==> config.mk <==
export PLATFORM = sky130hd
export DESIGN_NAME = rtc_indirect_port
export DESIGN_NICKNAME = d
export VERILOG_FILES = /design/src/inc/rtc_pkg.sv /design/src/core/rtc_internal_regs.sv /design/src/core/rtc_indirect_port.sv
export SDC_FILE = /design/constraint.sdc
export NUM_CORES = 1
export LEC_CHECK = 0
export ABC_AREA = 1
export BUFFER_PORTS_ARGS = -buffer_cell sky130_fd_sc_hd__buf_4
export CORE_UTILIZATION = 50
export DETAILED_ROUTE_END_ITERATION = 6
export GPL_TIMING_DRIVEN = 0
export PLACE_DENSITY = 0.78
export SLEW_MARGIN = 20
export SYNTH_ARGS = -nofsm -noshare
export SYNTH_HDL_FRONTEND = slang
export SYNTH_SLANG_ARGS = --single-unit
==> constraint.sdc <==
create_clock -name clk -period 6.95 [get_ports clk]
set_input_delay 0 -clock clk [delete_from_list [all_inputs] [get_ports clk]]
set_output_delay 0 -clock clk [all_outputs]
set_load 0.005 [all_outputs]
==> src/inc/rtc_pkg.sv <==
/*
  Shared constants and types for the locked indirect port of the real time
  clock: APB offsets, key codes, field positions, reset values, internal
  register map and timing counts. Assumes a 40 MHz system clock.
*/
package rtc_pkg;
  // apb byte offsets of the three directly mapped registers
  localparam logic [7:0] KEY_OFFSET = 8'h00;
  localparam logic [7:0] ADDR_OFFSET = 8'h04;
  localparam logic [7:0] DATA_OFFSET = 8'h08;

  localparam logic [7:0] KEY_FIRST = 8'ha5;
  localparam logic [7:0] KEY_SECOND = 8'hf1;
  localparam logic [7:0] PIN_SHORT_CODE = 8'he7;

  // lock status codes as read back from the key register
  localparam logic [7:0] STAT_LOCKED = 8'h00;
  localparam logic [7:0] STAT_FIRST_KEY = 8'h01;
  localparam logic [7:0] STAT_UNLOCKED = 8'h02;
  localparam logic [7:0] STAT_DISABLED = 8'h03;

  // indirect address register fields
  localparam int ADR_BUSY_BIT = 7;
  localparam int ADR_AUTO_READ_BIT = 6;
  localparam int ADR_SHORT_BIT = 4;
  localparam int ADR_INDEX_W = 4;
  localparam logic ADR_SHORT_RESET = 1'b1;

  // internal register map
  localparam logic [3:0] INT_CAPTURE_FIRST = 4'h0;
  localparam logic [3:0] INT_CAPTURE_LAST = 4'h3;
  localparam logic [3:0] INT_OSC_CONTROL = 4'h4;
  localparam logic [3:0] INT_LOAD_CONFIG = 4'h5;
  localparam logic [3:0] INT_PIN_CONTROL = 4'h6;
  localparam logic [3:0] INT_ALARM_FIRST = 4'h8;
  localparam logic [3:0] INT_ALARM_LAST = 4'hb;

  // oscillator control byte fields
  localparam int OSC_POWER_BIT = 7;
  localparam int OSC_MODE_BIT = 6;
  localparam int OSC_GAIN_BIT = 5;
  localparam int OSC_BIAS_BIT = 4;
  localparam int OSC_MCLK_BIT = 3;
  localparam int OSC_VALID_BIT = 1;
  localparam int OSC_FAIL_BIT = 0;
  localparam logic [7:0] OSC_CONTROL_RESET = 8'h00;

  // load capacitance byte fields
  localparam int LOAD_STEP_BIT = 7;
  localparam int LOAD_READY_BIT = 6;
  localparam int LOAD_CAP_W = 4;
  localparam logic [7:0] LOAD_CONFIG_RESET = 8'h80;
  localparam logic [7:0] PIN_CONTROL_RESET = 8'h00;

  // timing
  localparam int CLK_PERIOD_NS = 25;
  localparam int STROBE_LONG = 7;
  localparam int STROBE_SHORT = 6;
  localparam int LOAD_STEP_TIME_NS = 100000;
  localparam int LOAD_STEP_CYCLES = LOAD_STEP_TIME_NS / CLK_PERIOD_NS;

  typedef enum logic [3:0] {
    LOCK_LOCKED = 4'b0001,
    LOCK_FIRST_KEY = 4'b0010,
    LOCK_UNLOCKED = 4'b0100,
    LOCK_DISABLED = 4'b1000
  } lock_state_t;

  typedef struct packed {
    logic power_enable;
    logic mode_crystal;
    logic gain_enable;
    logic bias_double;
    logic missing_clock_enable;
    logic pins_shorted;
    logic [3:0] load_cap;
  } osc_ctrl_t;
endpackage

==> src/core/rtc_internal_regs.sv <==
/*
  Byte-wide internal register store of the real time clock, reached only
  through the indirect port. Assumes one write or one read per cycle; read
  data appear one cycle after the read strobe, from a register.
*/
module rtc_internal_regs #(
  parameter int ADDR_W = 4,
  parameter int DATA_W = 8
) (
  // clocking
  input wire logic clk,
  input wire logic ce,
  // access
  input wire logic write_en,
  input wire logic read_en,
  input wire logic [ADDR_W-1:0] addr,
  input wire logic [DATA_W-1:0] write_data,
  output logic [DATA_W-1:0] read_data
);
  // contents deliberately not reset: the clock keeps time across resets
  logic [DATA_W-1:0] mem [0:(1<<ADDR_W)-1];
  logic [DATA_W-1:0] read_data_reg = '0;

  always_ff @(posedge clk) begin
    if (ce && write_en) begin
      mem[addr] <= write_data;
    end
  end

  always_ff @(posedge clk) begin
    if (ce && read_en) begin
      read_data_reg <= mem[addr];
    end
  end

  assign read_data = read_data_reg;
endmodule

==> src/core/rtc_indirect_port.sv <==
/*
  Lock-and-key indirect access port of the real time clock as an APB slave,
  with busy timing, short strobe, auto-read, auto-increment, oscillator
  configuration and load capacitance stepping. Assumes a 40 MHz clock, a
  synchronous active-high reset and oscillator status from outside pins.
*/
// Overview of operation
// internal registers reached only through key, address and data words
// keys 0xa5 then 0xf1 unlock the address and data registers
// wrong key, wrong order or locked access disables port until reset
// once unlocked, any number of indirect accesses are accepted
// any key write while unlocked locks the port again
// key read returns lock status and leaves the key sequence alone
// address register selects the internal register being accessed
// data register write moves the byte into the selected register
// writing busy as 1 copies selected register into data register
// busy stays 1 during a transfer and clears when it ends
// address and data registers keep their contents through reset
// transfer lasts seven cycles, six with short strobe
// short strobe is on after reset, switched by an address bit
// with auto-read, each data read launches the next indirect read
// software sets busy once per auto-read run, then waits per read
// address advances by one after capture or alarm byte accesses
// mode select 1 picks crystal, 0 picks self-oscillation
// pin control value 0xe7 shorts both oscillator pins
// bias doubling chooses about 20 kHz or 40 kHz self-oscillation
// auto stepping raises load from smallest to setting, then ready
// four-bit load setting gives sixteen steps, 4.0 to 13.5 pF
// software crystal start-up order ends with clearing wake flags
// lock status codes: locked, first key, unlocked, disabled
module rtc_indirect_port #(
  parameter int STEP_CYCLES = rtc_pkg::LOAD_STEP_CYCLES
) (
  // clocking
  input wire logic clk,
  input wire logic reset,
  input wire logic ce,
  // apb slave
  input wire logic psel,
  input wire logic penable,
  input wire logic pwrite,
  input wire logic [7:0] paddr,
  input wire logic [31:0] pwdata,
  input wire logic [3:0] pstrb,
  output logic [31:0] prdata,
  output logic pready,
  output logic pslverr,
  // oscillator
  input wire logic crystal_valid_pin,
  input wire logic oscillator_fail_pin,
  output rtc_pkg::osc_ctrl_t osc_ctrl,
  output logic load_cap_ready_flag
);
  localparam logic [2:0] LEN_LONG = 3'(rtc_pkg::STROBE_LONG);
  localparam logic [2:0] LEN_SHORT = 3'(rtc_pkg::STROBE_SHORT);
  localparam int STEP_W = $clog2(STEP_CYCLES + 1);
  localparam logic [STEP_W-1:0] STEP_LAST = STEP_W'(STEP_CYCLES - 1);

  rtc_pkg::lock_state_t lock_reg;
  logic [7:0] prdata_reg, osc_control_reg, load_config_reg, pin_control_reg;
  logic slverr_reg, short_reg, busy_reg, op_write_reg;
  // address/data words deliberately without reset
  logic [3:0] index_reg = '0;
  logic auto_read_reg = 1'b0;
  logic [7:0] data_reg = '0;
  logic [2:0] cnt_reg, len_reg;
  logic [3:0] load_cur_reg;
  logic [STEP_W-1:0] step_cnt_reg;
  logic [1:0] valid_sync_reg, fail_sync_reg;

  // apb decode
  logic setup, access;
  logic hit_key, hit_addr, hit_data, mapped;
  logic wr_key, wr_addr, wr_data, rd_key, rd_data;
  logic port_open, touch_port;
  logic start_read, start_write, done;
  logic [7:0] mem_rdata, int_rdata;
  logic [7:0] wbyte;

  assign setup = psel && !penable && ce;
  assign access = psel && penable && pready;
  assign pready = ce;
  assign hit_key = (paddr == rtc_pkg::KEY_OFFSET);
  assign hit_addr = (paddr == rtc_pkg::ADDR_OFFSET);
  assign hit_data = (paddr == rtc_pkg::DATA_OFFSET);
  assign mapped = hit_key || hit_addr || hit_data;
  assign wbyte = pwdata[7:0];
  assign wr_key = access && pwrite && hit_key && pstrb[0];
  assign wr_addr = access && pwrite && hit_addr && pstrb[0];
  assign wr_data = access && pwrite && hit_data && pstrb[0];
  assign rd_key = access && !pwrite && hit_key;
  assign rd_data = access && !pwrite && hit_data;
  assign port_open = (lock_reg == rtc_pkg::LOCK_UNLOCKED);
  assign touch_port = access && (hit_addr || hit_data);

  // lock and key sequencer
  always_ff @(posedge clk) begin
    if (reset) begin
      lock_reg <= rtc_pkg::LOCK_LOCKED;
    end else if (ce) begin
      case (lock_reg)
        rtc_pkg::LOCK_LOCKED: begin
          if (touch_port) begin
            lock_reg <= rtc_pkg::LOCK_DISABLED;
          end else if (wr_key) begin
            lock_reg <= (wbyte == rtc_pkg::KEY_FIRST) ?
              rtc_pkg::LOCK_FIRST_KEY : rtc_pkg::LOCK_DISABLED;
          end
        end
        rtc_pkg::LOCK_FIRST_KEY: begin
          if (touch_port) begin
            lock_reg <= rtc_pkg::LOCK_DISABLED;
          end else if (wr_key) begin
            lock_reg <= (wbyte == rtc_pkg::KEY_SECOND) ?
              rtc_pkg::LOCK_UNLOCKED : rtc_pkg::LOCK_DISABLED;
          end
        end
        rtc_pkg::LOCK_UNLOCKED: begin
          if (wr_key) begin
            lock_reg <= rtc_pkg::LOCK_LOCKED;
          end
        end
        rtc_pkg::LOCK_DISABLED: lock_reg <= rtc_pkg::LOCK_DISABLED;
        default: lock_reg <= rtc_pkg::LOCK_DISABLED;
      endcase
    end
  end

  // indirect transfers; new requests while busy are dropped
  assign start_write = wr_data && port_open && !busy_reg;
  assign start_read = port_open && !busy_reg &&
    ((wr_addr && wbyte[rtc_pkg::ADR_BUSY_BIT]) ||
     (rd_data && auto_read_reg));
  assign done = busy_reg && (cnt_reg == len_reg);

  always_ff @(posedge clk) begin
    if (reset) begin
      busy_reg <= 1'b0;
      op_write_reg <= 1'b0;
      cnt_reg <= 3'h0;
      len_reg <= LEN_SHORT;
    end else if (ce) begin
      if (start_write || start_read) begin
        busy_reg <= 1'b1;
        op_write_reg <= start_write;
        cnt_reg <= 3'h1;
        // short bit written together with busy takes effect at once
        len_reg <= (wr_addr ? wbyte[rtc_pkg::ADR_SHORT_BIT] : short_reg) ?
          LEN_SHORT : LEN_LONG;
      end else if (done) begin
        busy_reg <= 1'b0;
        cnt_reg <= 3'h0;
      end else if (busy_reg) begin
        cnt_reg <= cnt_reg + 3'h1;
      end
    end
  end

  // short strobe bit: with busy, one of the two reset fields of the address register
  always_ff @(posedge clk) begin
    if (reset) begin
      short_reg <= rtc_pkg::ADR_SHORT_RESET;
    end else if (ce && wr_addr && port_open && !busy_reg) begin
      short_reg <= wbyte[rtc_pkg::ADR_SHORT_BIT];
    end
  end

  // address index and auto-read: kept across reset
  always_ff @(posedge clk) begin
    if (ce) begin
      if (wr_addr && port_open && !busy_reg) begin
        index_reg <= wbyte[rtc_pkg::ADR_INDEX_W-1:0];
        auto_read_reg <= wbyte[rtc_pkg::ADR_AUTO_READ_BIT];
      end else if (done &&
          ((index_reg >= rtc_pkg::INT_CAPTURE_FIRST &&
            index_reg <= rtc_pkg::INT_CAPTURE_LAST) ||
           (index_reg >= rtc_pkg::INT_ALARM_FIRST &&
            index_reg <= rtc_pkg::INT_ALARM_LAST))) begin
        index_reg <= index_reg + 4'h1;
      end
    end
  end

  // data register: kept across reset
  always_ff @(posedge clk) begin
    if (ce) begin
      if (start_write) begin
        data_reg <= wbyte;
      end else if (done && !op_write_reg) begin
        data_reg <= int_rdata;
      end
    end
  end

  // internal store; read issued a cycle early for its output register
  rtc_internal_regs #(
    .ADDR_W(rtc_pkg::ADR_INDEX_W),
    .DATA_W(8)
  ) rtc_internal_regs_inst (
    .clk(clk),
    .ce(ce),
    .write_en(done && op_write_reg),
    .read_en(busy_reg && !op_write_reg && (cnt_reg == len_reg - 3'h1)),
    .addr(index_reg),
    .write_data(data_reg),
    .read_data(mem_rdata)
  );

  // configuration bytes shadowed here so they can steer the oscillator
  always_ff @(posedge clk) begin
    if (reset) begin
      osc_control_reg <= rtc_pkg::OSC_CONTROL_RESET;
      load_config_reg <= rtc_pkg::LOAD_CONFIG_RESET;
      pin_control_reg <= rtc_pkg::PIN_CONTROL_RESET;
    end else if (ce && done && op_write_reg) begin
      case (index_reg)
        rtc_pkg::INT_OSC_CONTROL: osc_control_reg <= data_reg;
        rtc_pkg::INT_LOAD_CONFIG: load_config_reg <= data_reg;
        rtc_pkg::INT_PIN_CONTROL: pin_control_reg <= data_reg;
        default: ;
      endcase
    end
  end

  // status pins are asynchronous to clk
  always_ff @(posedge clk) begin
    if (reset) begin
      valid_sync_reg <= 2'b00;
      fail_sync_reg <= 2'b00;
    end else if (ce) begin
      valid_sync_reg <= {valid_sync_reg[0], crystal_valid_pin};
      fail_sync_reg <= {fail_sync_reg[0], oscillator_fail_pin};
    end
  end

  // load stepping restarts from the smallest value on power-up or rewrite
  logic restart_step;
  logic [3:0] load_target;
  assign load_target = load_config_reg[rtc_pkg::LOAD_CAP_W-1:0];
  assign restart_step = done && op_write_reg &&
    (index_reg == rtc_pkg::INT_LOAD_CONFIG ||
     index_reg == rtc_pkg::INT_OSC_CONTROL);

  always_ff @(posedge clk) begin
    if (reset) begin
      load_cur_reg <= 4'h0;
      step_cnt_reg <= '0;
    end else if (ce) begin
      if (!load_config_reg[rtc_pkg::LOAD_STEP_BIT] ||
          load_cur_reg > load_target) begin
        load_cur_reg <= load_target;
        step_cnt_reg <= '0;
      end else if (restart_step ||
          !osc_control_reg[rtc_pkg::OSC_POWER_BIT]) begin
        load_cur_reg <= 4'h0;
        step_cnt_reg <= '0;
      end else if (load_cur_reg != load_target) begin
        if (step_cnt_reg == STEP_LAST) begin
          load_cur_reg <= load_cur_reg + 4'h1;
          step_cnt_reg <= '0;
        end else begin
          step_cnt_reg <= step_cnt_reg + 1'b1;
        end
      end
    end
  end

  assign load_cap_ready_flag = (load_cur_reg == load_target);

  // status bits overlay the stored bytes on indirect reads
  always_comb begin
    int_rdata = mem_rdata;
    case (index_reg)
      rtc_pkg::INT_OSC_CONTROL: begin
        int_rdata = osc_control_reg;
        int_rdata[rtc_pkg::OSC_VALID_BIT] = valid_sync_reg[1];
        int_rdata[rtc_pkg::OSC_FAIL_BIT] = fail_sync_reg[1];
      end
      rtc_pkg::INT_LOAD_CONFIG: begin
        int_rdata = load_config_reg;
        int_rdata[rtc_pkg::LOAD_READY_BIT] = load_cap_ready_flag;
      end
      rtc_pkg::INT_PIN_CONTROL: int_rdata = pin_control_reg;
      default: int_rdata = mem_rdata;
    endcase
  end

  always_comb begin
    osc_ctrl.power_enable = osc_control_reg[rtc_pkg::OSC_POWER_BIT];
    osc_ctrl.mode_crystal = osc_control_reg[rtc_pkg::OSC_MODE_BIT];
    osc_ctrl.gain_enable = osc_control_reg[rtc_pkg::OSC_GAIN_BIT];
    osc_ctrl.bias_double = osc_control_reg[rtc_pkg::OSC_BIAS_BIT];
    osc_ctrl.missing_clock_enable = osc_control_reg[rtc_pkg::OSC_MCLK_BIT];
    osc_ctrl.pins_shorted =
      (pin_control_reg == rtc_pkg::PIN_SHORT_CODE);
    osc_ctrl.load_cap = load_cur_reg;
  end

  // read data sampled in the setup phase; closed port reads zero
  always_ff @(posedge clk) begin
    if (reset) begin
      prdata_reg <= 8'h00;
      slverr_reg <= 1'b0;
    end else if (setup) begin
      slverr_reg <= !mapped;
      prdata_reg <= 8'h00;
      if (paddr == rtc_pkg::KEY_OFFSET) begin
        case (lock_reg)
          rtc_pkg::LOCK_LOCKED: prdata_reg <= rtc_pkg::STAT_LOCKED;
          rtc_pkg::LOCK_FIRST_KEY: prdata_reg <= rtc_pkg::STAT_FIRST_KEY;
          rtc_pkg::LOCK_UNLOCKED: prdata_reg <= rtc_pkg::STAT_UNLOCKED;
          default: prdata_reg <= rtc_pkg::STAT_DISABLED;
        endcase
      end else if (paddr == rtc_pkg::ADDR_OFFSET && port_open) begin
        prdata_reg <= {busy_reg, auto_read_reg, 1'b0, short_reg, index_reg};
      end else if (paddr == rtc_pkg::DATA_OFFSET && port_open) begin
        prdata_reg <= data_reg;
      end
    end
  end

  assign prdata = {24'h000000, prdata_reg};
  assign pslverr = slverr_reg && access;

  a_fast_len: assert property (@(posedge clk) disable iff (reset || !ce)
    $rose(busy_reg) && len_reg == 3'd6 |-> busy_reg[*6] ##1 !busy_reg)
    else $error("short strobe transfer not six cycles");
  a_long_len: assert property (@(posedge clk) disable iff (reset || !ce)
    $rose(busy_reg) && len_reg == 3'd7 |-> busy_reg[*7] ##1 !busy_reg)
    else $error("normal transfer not seven cycles");
  a_bad_key: assert property (@(posedge clk) disable iff (reset)
    ce && wr_key && lock_reg == rtc_pkg::LOCK_LOCKED && wbyte != 8'ha5
    |=> lock_reg == rtc_pkg::LOCK_DISABLED)
    else $error("wrong first key did not disable port");
  a_unlock_seq: assert property (@(posedge clk) disable iff (reset)
    ce && wr_key && lock_reg == rtc_pkg::LOCK_FIRST_KEY && wbyte == 8'hf1
    |=> lock_reg == rtc_pkg::LOCK_UNLOCKED)
    else $error("second key did not unlock");
  a_relock_write: assert property (@(posedge clk) disable iff (reset)
    ce && wr_key && port_open |=> lock_reg == rtc_pkg::LOCK_LOCKED)
    else $error("key write while open did not lock");
  a_disabled_sticky: assert property (@(posedge clk) disable iff (reset)
    lock_reg == rtc_pkg::LOCK_DISABLED |=> lock_reg == rtc_pkg::LOCK_DISABLED)
    else $error("disabled port recovered without reset");
  a_key_read_quiet: assert property (@(posedge clk) disable iff (reset)
    rd_key |=> $stable(lock_reg))
    else $error("key read disturbed lock state");
  a_locked_touch: assert property (@(posedge clk) disable iff (reset)
    ce && touch_port && !port_open |=> lock_reg == rtc_pkg::LOCK_DISABLED)
    else $error("locked indirect access did not disable port");
  a_short_reset: assert property (@(posedge clk)
    $fell(reset) |-> short_reg && !busy_reg)
    else $error("short strobe not enabled after reset");
  a_auto_inc: assert property (@(posedge clk) disable iff (reset || !ce)
    done && index_reg <= 4'h3 |=> index_reg == $past(index_reg) + 4'h1)
    else $error("capture access did not advance address");
  a_read_launch: assert property (@(posedge clk) disable iff (reset)
    ce && rd_data && auto_read_reg && port_open && !busy_reg |=> busy_reg)
    else $error("auto-read did not launch next read");
  a_pin_short: assert property (@(posedge clk) disable iff (reset)
    ce && done && op_write_reg && index_reg == rtc_pkg::INT_PIN_CONTROL
    |=> osc_ctrl.pins_shorted == ($past(data_reg) == 8'he7))
    else $error("pin short does not follow written code");

  c_unlock: cover property (@(posedge clk) disable iff (reset)
    lock_reg == rtc_pkg::LOCK_FIRST_KEY ##[1:20] port_open);
  c_write_done: cover property (@(posedge clk) disable iff (reset)
    done && op_write_reg);
  c_auto_read: cover property (@(posedge clk) disable iff (reset)
    rd_data && auto_read_reg && start_read);
  c_disabled: cover property (@(posedge clk) disable iff (reset)
    $rose(lock_reg == rtc_pkg::LOCK_DISABLED));
endmodule

==> impl_results.md, run 1 <==
* Status: finished, final reports clean
* Distinct cells, synth at 41
* Slew Viols, Final at 0
* M1 GR Usage at 34.0%
* Seq. cell area at 5700 um^2
* Crit path max fanout at 11
* I/O pins at 97
* First-pass GRT wire length at 39000 um
* Max Buffers Root-to-Sink at 3
* Yosys warnings at 0
* Commonest non-fill, non-tap cells in the layout: nand2_1, nor2_1, edfxtp_1
* Hold_ws at 2.41 ps
* PD cells at 228 nW/um^2
* Max reg flops at 128
* Post CTS Setup Buffer Count at 0
* Gates resized, CTS repair at 0
* Slew of the pin with the lowest slew margin at 882 ps
* Syn Inst Count at 1033
* # Max-Cap Violations at 0
* Global route overflow at 0
* Largest cells by area after synthesis: edfxtp_1, dfxtp_1, nand2_1
* Final setup fails at 0
* Commonest non-fill, non-tap cell in the layout: nand2_1
* GP Congestion at 0.940
* RSZ-0062 raised after global routing: no
* Max Clk Rate at 0.299 GHz
* Slew HR at 41.2%
* Drt pass-1 iters at 6
* Drt first-iter violations at 965
* Worst Path Arrival at 3480 ps
* Post-synth ARST share at 0%
* Area growth, synth to finish at 16.7%
* Vias at 7836
* Synthesis-stage register bit count at 210
* Met3 usage at 4.66%
* Die Y-Extent at 142 um
* FILL cells at 1517
* Initial antenna violation count at 0
* Clk_skew at 19.0 ps
* Post-Syn Area at 9780 um^2
* DP Wirelength at 16700 um
* Syn_area_per_cell at 9.47 um^2
* Clock-pin transition on the worst setup and hold timing paths at 60 ps
* GR Layer Usage met2 at 40.7%
* CTS Root Cell: clkbuf_16
* Worst setup SP type: flip-flop
* EDFF count, synth at 149
* Post-synth top flop: edfxtp_1
* Die Area at 20100 um^2
* Share of cells above drive strength 1 at 14.5%
* Setup_tns at 0 ps
* Num CTS Buffers at 21
* Critical Path End Type: flip-flop
* Rows at 50
* Antenna cells at 0
* Number of nets in the layout at 1204
* Final Hold Viols at 0
* Vias in the first global route at 7403
* Total Routed Length at 24800 um
* Skew-Pair Late Insertion Delay at 510 ps
* CTS tree: done
* Max VDD drop at 0.161 mV
* Most used routing layer: met2
* Post-DR wirelength/cell at 17.5 um
* Crit path time final at 3340 ps
* Worst Hold Class: input port to flip-flop
* Total core area at 19000 um^2
* Crit path kind: flip-flop to flip-flop
* Largest net degree at the start of global routing at 21
* Pleak at 4.45 nW
* Worst Path Required at 7090 ps
* Final worst-path cycle share at 48.0%
* H-Tree Depth at 1
* PortBufs at 44
* Residual DRC at 0
* Sink Count at 210
* All-layer global routing usage at 25.2%
* Initial Util at 51.6%
* Multi-input logic area at 3460 um^2
* Hold buffers post-CTS at 18
* Sequential-to-total area share from yosys stat at 58.2%
* Antenna-violating nets left at 0
* Vias per cell at 5.53
* Die width at 142 um
* Leading area contributor after synthesis: edfxtp_1
* Post-synth top area share at 45.7%
per-stage QoR:
step | setup WS [ps] | util, % | instance area [um^2] | instances | power, mW
2_1_floorplan | 4510 | - | 9870 | 1056 | 1.45
5_1_grt | 3460 | 60.2 | 11400 | 1416 | 2.67
4_1_cts | 3660 | 60.1 | 11400 | 1416 | 2.60
6_report | 3610 | 60.2 | 11400 | 1416 | 2.60
3_3_place_gp | 3550 | 55.5 | 10500 | 1360 | 1.49
3_5_place_dp | 3640 | 55.6 | 10500 | 1360 | 1.49
critical path, cell delays in order (launching register included):
cell	delay [ps]
edfxtp_1	480
inv_1	180
clkbuf_1	400
clkbuf_1	600
ha_1	320
inv_1	120
nor2_8	130
inv_1	110
nor2_1	630
cells in the mapped netlist, types with 4 or more instances:
| cell type | instances |
|---|---|
| nand4_1 | 22 |
| ha_1 | 11 |
| nand2_2 | 5 |
| edfxtp_1 | 149 |
| o22ai_1 | 38 |
| a21oi_1 | 37 |
| o21ai_1 | 28 |
| inv_1 | 86 |
| nand3_1 | 43 |
| inv_2 | 8 |
| nor2_8 | 4 |
| buf_4 | 32 |
| nand3_2 | 6 |
| nand2_1 | 164 |
| dfxtp_1 | 61 |
| o21ai_0 | 86 |
| clkbuf_1 | 25 |
| o211ai_1 | 6 |
| nor3_1 | 18 |
| xor2_1 | 6 |
| nor2_2 | 9 |
| nor2_1 | 154 |
cells by family (layout without fill, tap and decap cells):
kind of cell | count (synthesis) | after routing | share of synthesized area [%]
and+or+nand+nor | 438 | 438 | 20.5
DFF | 210 | 210 | 58.2
AOI/OAI and AO/OA | 205 | 205 | 11.4
buffers and inverters | 160 | 260 | 7.67
adders and majority gates | 11 | 11 | 1.41
xor gates and xnor gates | 8 | 8 | 0.716
other | 1 | 24 | 0.0383
metal layers:
metal	wire (um)	vias to the layer above
met5	0	-
met2	11500	429
met1	10200	3631
met4	739	0
li1	-	3715
met3	2310	61
power breakdown:
group | internal (mW) | switching [mW]
Combinational | 0.0547 | 0.0776
Sequential | 1.33 | 0.0103
Clock | 0.645 | 0.479
Total | 2.03 | 0.567
layout make-up:
cell class | instances | area share (%)
multi-input combinational | 686 | 30.3
inverter | 96 | 3.20
clock buffer | 26 | 4.86
timing repair buffer | 62 | 4.47
clock inverter | 12 | 1.05
buffer | 64 | 3.38
sequential | 210 | 49.9
tap | 260 | 2.85
worst paths after layout:
check,endpoint,slack (ps),from,depth (start not counted)
max,rtc_internal_regs_inst.mem[12][7]$_DFFE_PP_,3610,index_reg[0]$_DFFE_PP_,8
min,prdata_reg[0]$_SDFFE_PP0P_,2,psel,7
max reg2reg,rtc_internal_regs_inst.mem[12][7]$_DFFE_PP_,3610,index_reg[0]$_DFFE_PP_,8
min reg2reg,slverr_reg$_SDFFE_PP0P_,470,slverr_reg$_SDFFE_PP0P_,2
Power figures use the tool's default switching activity.
==> inputs of run 2 (changes only) <==
--- a/config.mk
+++ b/config.mk
@@ -10,7 +10,7 @@
 export CORE_UTILIZATION = 50
 export DETAILED_ROUTE_END_ITERATION = 6
 export GPL_TIMING_DRIVEN = 0
-export PLACE_DENSITY = 0.78
+export PLACE_DENSITY = 0.81
 export SLEW_MARGIN = 20
 export SYNTH_ARGS = -nofsm -noshare
 export SYNTH_HDL_FRONTEND = slang
==> constraint.sdc (replaced) <==
create_clock -name clk -period 2.7 [get_ports clk]
set_input_delay 0 -clock clk [delete_from_list [all_inputs] [get_ports clk]]
set_output_delay 0 -clock clk [all_outputs]
set_load 0.005 [all_outputs]
==> run 2 against run 1 <==
The run now ends with design-rule violations left. Clock power rose to 2.8 times the previous value. Via count rose by 2.3%. Utilization rose by 1.1 points. First-iteration DRC count rose by 5.5%. Sequential power rose to 2.6 times the previous value. Sequential cell count did not move. Register-to-register slack got worse by 3600 ps. Critical path depth rose by 4. Die area did not move. Cell area rose by 1.8%. Clock skew fell by 10 ps. Combinational power rose to 2.6 times the previous value. Largest cell class unchanged. Largest power group unchanged.
==> impl_results.md, run 2 (synthesis results as in run 1) <==
* Die Y-Extent at 142 um (unchanged)
* Setup_tns at 0 ps (unchanged)
* Slew of the pin with the lowest slew margin at 867 ps (-14.7 ps)
* Crit path kind: flip-flop to flip-flop
* Crit path max fanout at 11 (unchanged)
* Commonest non-fill, non-tap cell in the layout: nand2_1
* Total core area at 19000 um^2 (unchanged)
* Final worst-path cycle share at 99.7% (+52 points)
* Clock-pin transition on the worst setup and hold timing paths at 70 ps (about the same)
* Number of nets in the layout at 1213 (+0.75%)
* Rows at 50 (unchanged)
* Antenna-violating nets left at 0 (unchanged)
* RSZ-0062 raised after global routing: yes
* Share of cells above drive strength 1 at 15.7% (+1.2 points)
* Residual DRC at 1 (+1)
* Initial antenna violation count at 0 (unchanged)
* Worst Hold Class: input port to flip-flop
* Drt first-iter violations at 1018 (+5.5%)
* Max Clk Rate at 0.371 GHz (+24%)
* Final worst setup slack at 7.53 ps (-3600 ps)
* All-layer global routing usage at 25.5% (+0.26 points)
* Worst setup SP type: flip-flop
* Slowest cell on the critical path: edfxtp_1
* CTS tree: done
* Commonest non-fill, non-tap cells in the layout: nand2_1, nor2_1, edfxtp_1
* Crit path time final at 2690 ps (-647 ps)
* Worst Path Required at 3160 ps (-3930 ps)
* Critical Path, Cell by Cell: clkinvlp_4 -> clkbuf_4 -> ha_1 -> o21ai_0 -> nor2_1 -> nand2_1 -> nand2_2 -> nor2_2 -> o21ai_2 -> nand2_1 -> nand2_1 -> a21oi_1
* Slew Viols, Final at 0 (unchanged)
* Area growth, synth to finish at 18.8%
* Max Buffers Root-to-Sink at 3 (unchanged)
* Max reg flops at 128 (unchanged)
* Sink Count at 210 (unchanged)
* Vias in the first global route at 7546 (+1.9%)
* First-pass GRT wire length at 39800 um (+1.8%)
* Total Routed Length at 25200 um (+2.0%)
* Failing checks: design-rule violations
* Status: complete, but fails checks
* Total Power at 6.96 mW (+170%)
* Vias per cell at 5.62 (+1.6%)
* Hold_ws at 37.8 ps (+35.4 ps)
* Final Hold Viols at 0 (unchanged)
* PD cells at 598 nW/um^2 (+160%)
* Global route overflow at 0 (unchanged)
* Num CTS Buffers at 22 (+4.8%)
* Drt pass-1 iters at 7 (+1)
* Skew-Pair Late Insertion Delay at 520 ps (about the same)
* Die Area at 20100 um^2 (unchanged)
* CP peak stage delay at 480 ps (-150 ps)
* H-Tree Depth at 1 (unchanged)
* Slew HR at 42.2% (+0.98 points)
* # Max-Cap Violations at 0 (unchanged)
* Final core utilization at 61.3% (+1.1 points)
* Worst Path Arrival at 3150 ps (-330 ps)
* Worst Path Buf+Inv at 2 (-3)
* Pleak at 4.55 nW (+2.1%)
* CTS Root Cell: clkbuf_16
* Die width at 142 um (unchanged)
* Multi-input logic area at 3490 um^2 (+0.83%)
* Crit-path leading delay family: simple AND/OR/NAND/NOR gates
* Final setup fails at 0 (unchanged)
* Seq. cell area at 5700 um^2 (unchanged)
* GP Congestion at 0.915 (-2.7%)
* CP most frequent cell: nand2_1
* I/O pins at 97 (unchanged)
* Max VDD drop at 0.468 mV (+190%)
* Antenna cells at 0 (unchanged)
* DP Wirelength at 16200 um (-2.8%)
* Post-DR wirelength/cell at 17.7 um (+1.3%)
* PortBufs at 44 (unchanged)
* Clk_skew at 9.02 ps (-10.0 ps)
* Pre-CTS setup slack at -669 ps (-4310 ps)
* Critical Path End Type: flip-flop
* Largest net degree at the start of global routing at 21 (unchanged)
* Vias at 8015 (+2.3%)
* Initial Util at 51.6% (unchanged)
* FILL cells at 1468 (-3.2%)
[run 2: cell count changes in the layout (fill, tap and decap cells not counted), sizes merged]
cell | previous run | this run
inv | 98 | 94
buf | 83 | 90
clkbuf | 51 | 50
clkinv | 6 | 9
clkinvlp | 2 | 3
bufinv | 2 | 3
dlygate4sd3 | 18 | 21
[run 2: final timing paths]
path	startpoint	to	slack (ps)	depth (start not counted)
hold reg to reg	slverr_reg$_SDFFE_PP0P_	slverr_reg$_SDFFE_PP0P_	470	2
setup / recovery	index_reg[0]$_DFFE_PP_	step_cnt_reg[0]$_SDFFE_PP0P_	8	12
hold / removal	pwrite	op_write_reg$_SDFFE_PP0P_	40	7
setup reg to reg	index_reg[0]$_DFFE_PP_	step_cnt_reg[0]$_SDFFE_PP0P_	8	12
[run 2: worst register-to-register path: stages (launching register included)]
cell and delay, ps:
edfxtp_1 480, clkinvlp_4 250, clkbuf_4 280, ha_1 290
o21ai_0 340, nor2_1 80, nand2_1 190, nand2_2 140
nor2_2 170, o21ai_2 120, nand2_1 80, nand2_1 80
a21oi_1 130
[run 2: timing repair]
action / CTS / global route
setup endpoints to repair: 115 / 48
hold buffers: 21 / 0
setup buffers: 0 / 7
gates resized for setup: 12 / 2
endpoints found under the hold margin: 37 / 0
pin swaps: 0 / 1
gates cloned: 0 / 0
[run 2: per-stage QoR]
stage	cells	instance area [um^2]
4_1_cts	1419	11600
5_1_grt	1426	11600
2_1_floorplan	1056	9870
3_5_place_dp	1360	10500
6_report	1426	11600
3_3_place_gp	1360	10500
[run 2: metal layers]
metal | global-route usage (%) | wire length, um | share of wire (%) | vias up
met1 | 35.5 | 10100 | 40 | 3714
met5 | 0 | 0 | 0 | -
met3 | 3.54 | 2560 | 10 | 64
met2 | 41.1 | 11900 | 47 | 496
met4 | 8.66 | 732 | 2.9 | 0
li1 | - | - | - | 3741
[run 2: cell type report]
type | instances | area share, %
Tap cell | 260 | 2.80
Timing Repair Buffer | 72 | 5.10
Clock buffer | 27 | 5.07
Multi-Input combinational cell | 686 | 30.0
Inverter | 96 | 3.21
Clock inverter | 13 | 1.54
Sequential cell | 210 | 49.0
Buffer | 62 | 3.28
[run 2: where the power goes]
part / switching (mW) / total (mW) / internal (mW)
combinational: 0.199 / 0.343 / 0.144
clock: 1.29 / 3.15 / 1.86
sequential: 0.0264 / 3.46 / 3.43
total: 1.52 / 6.96 / 5.44
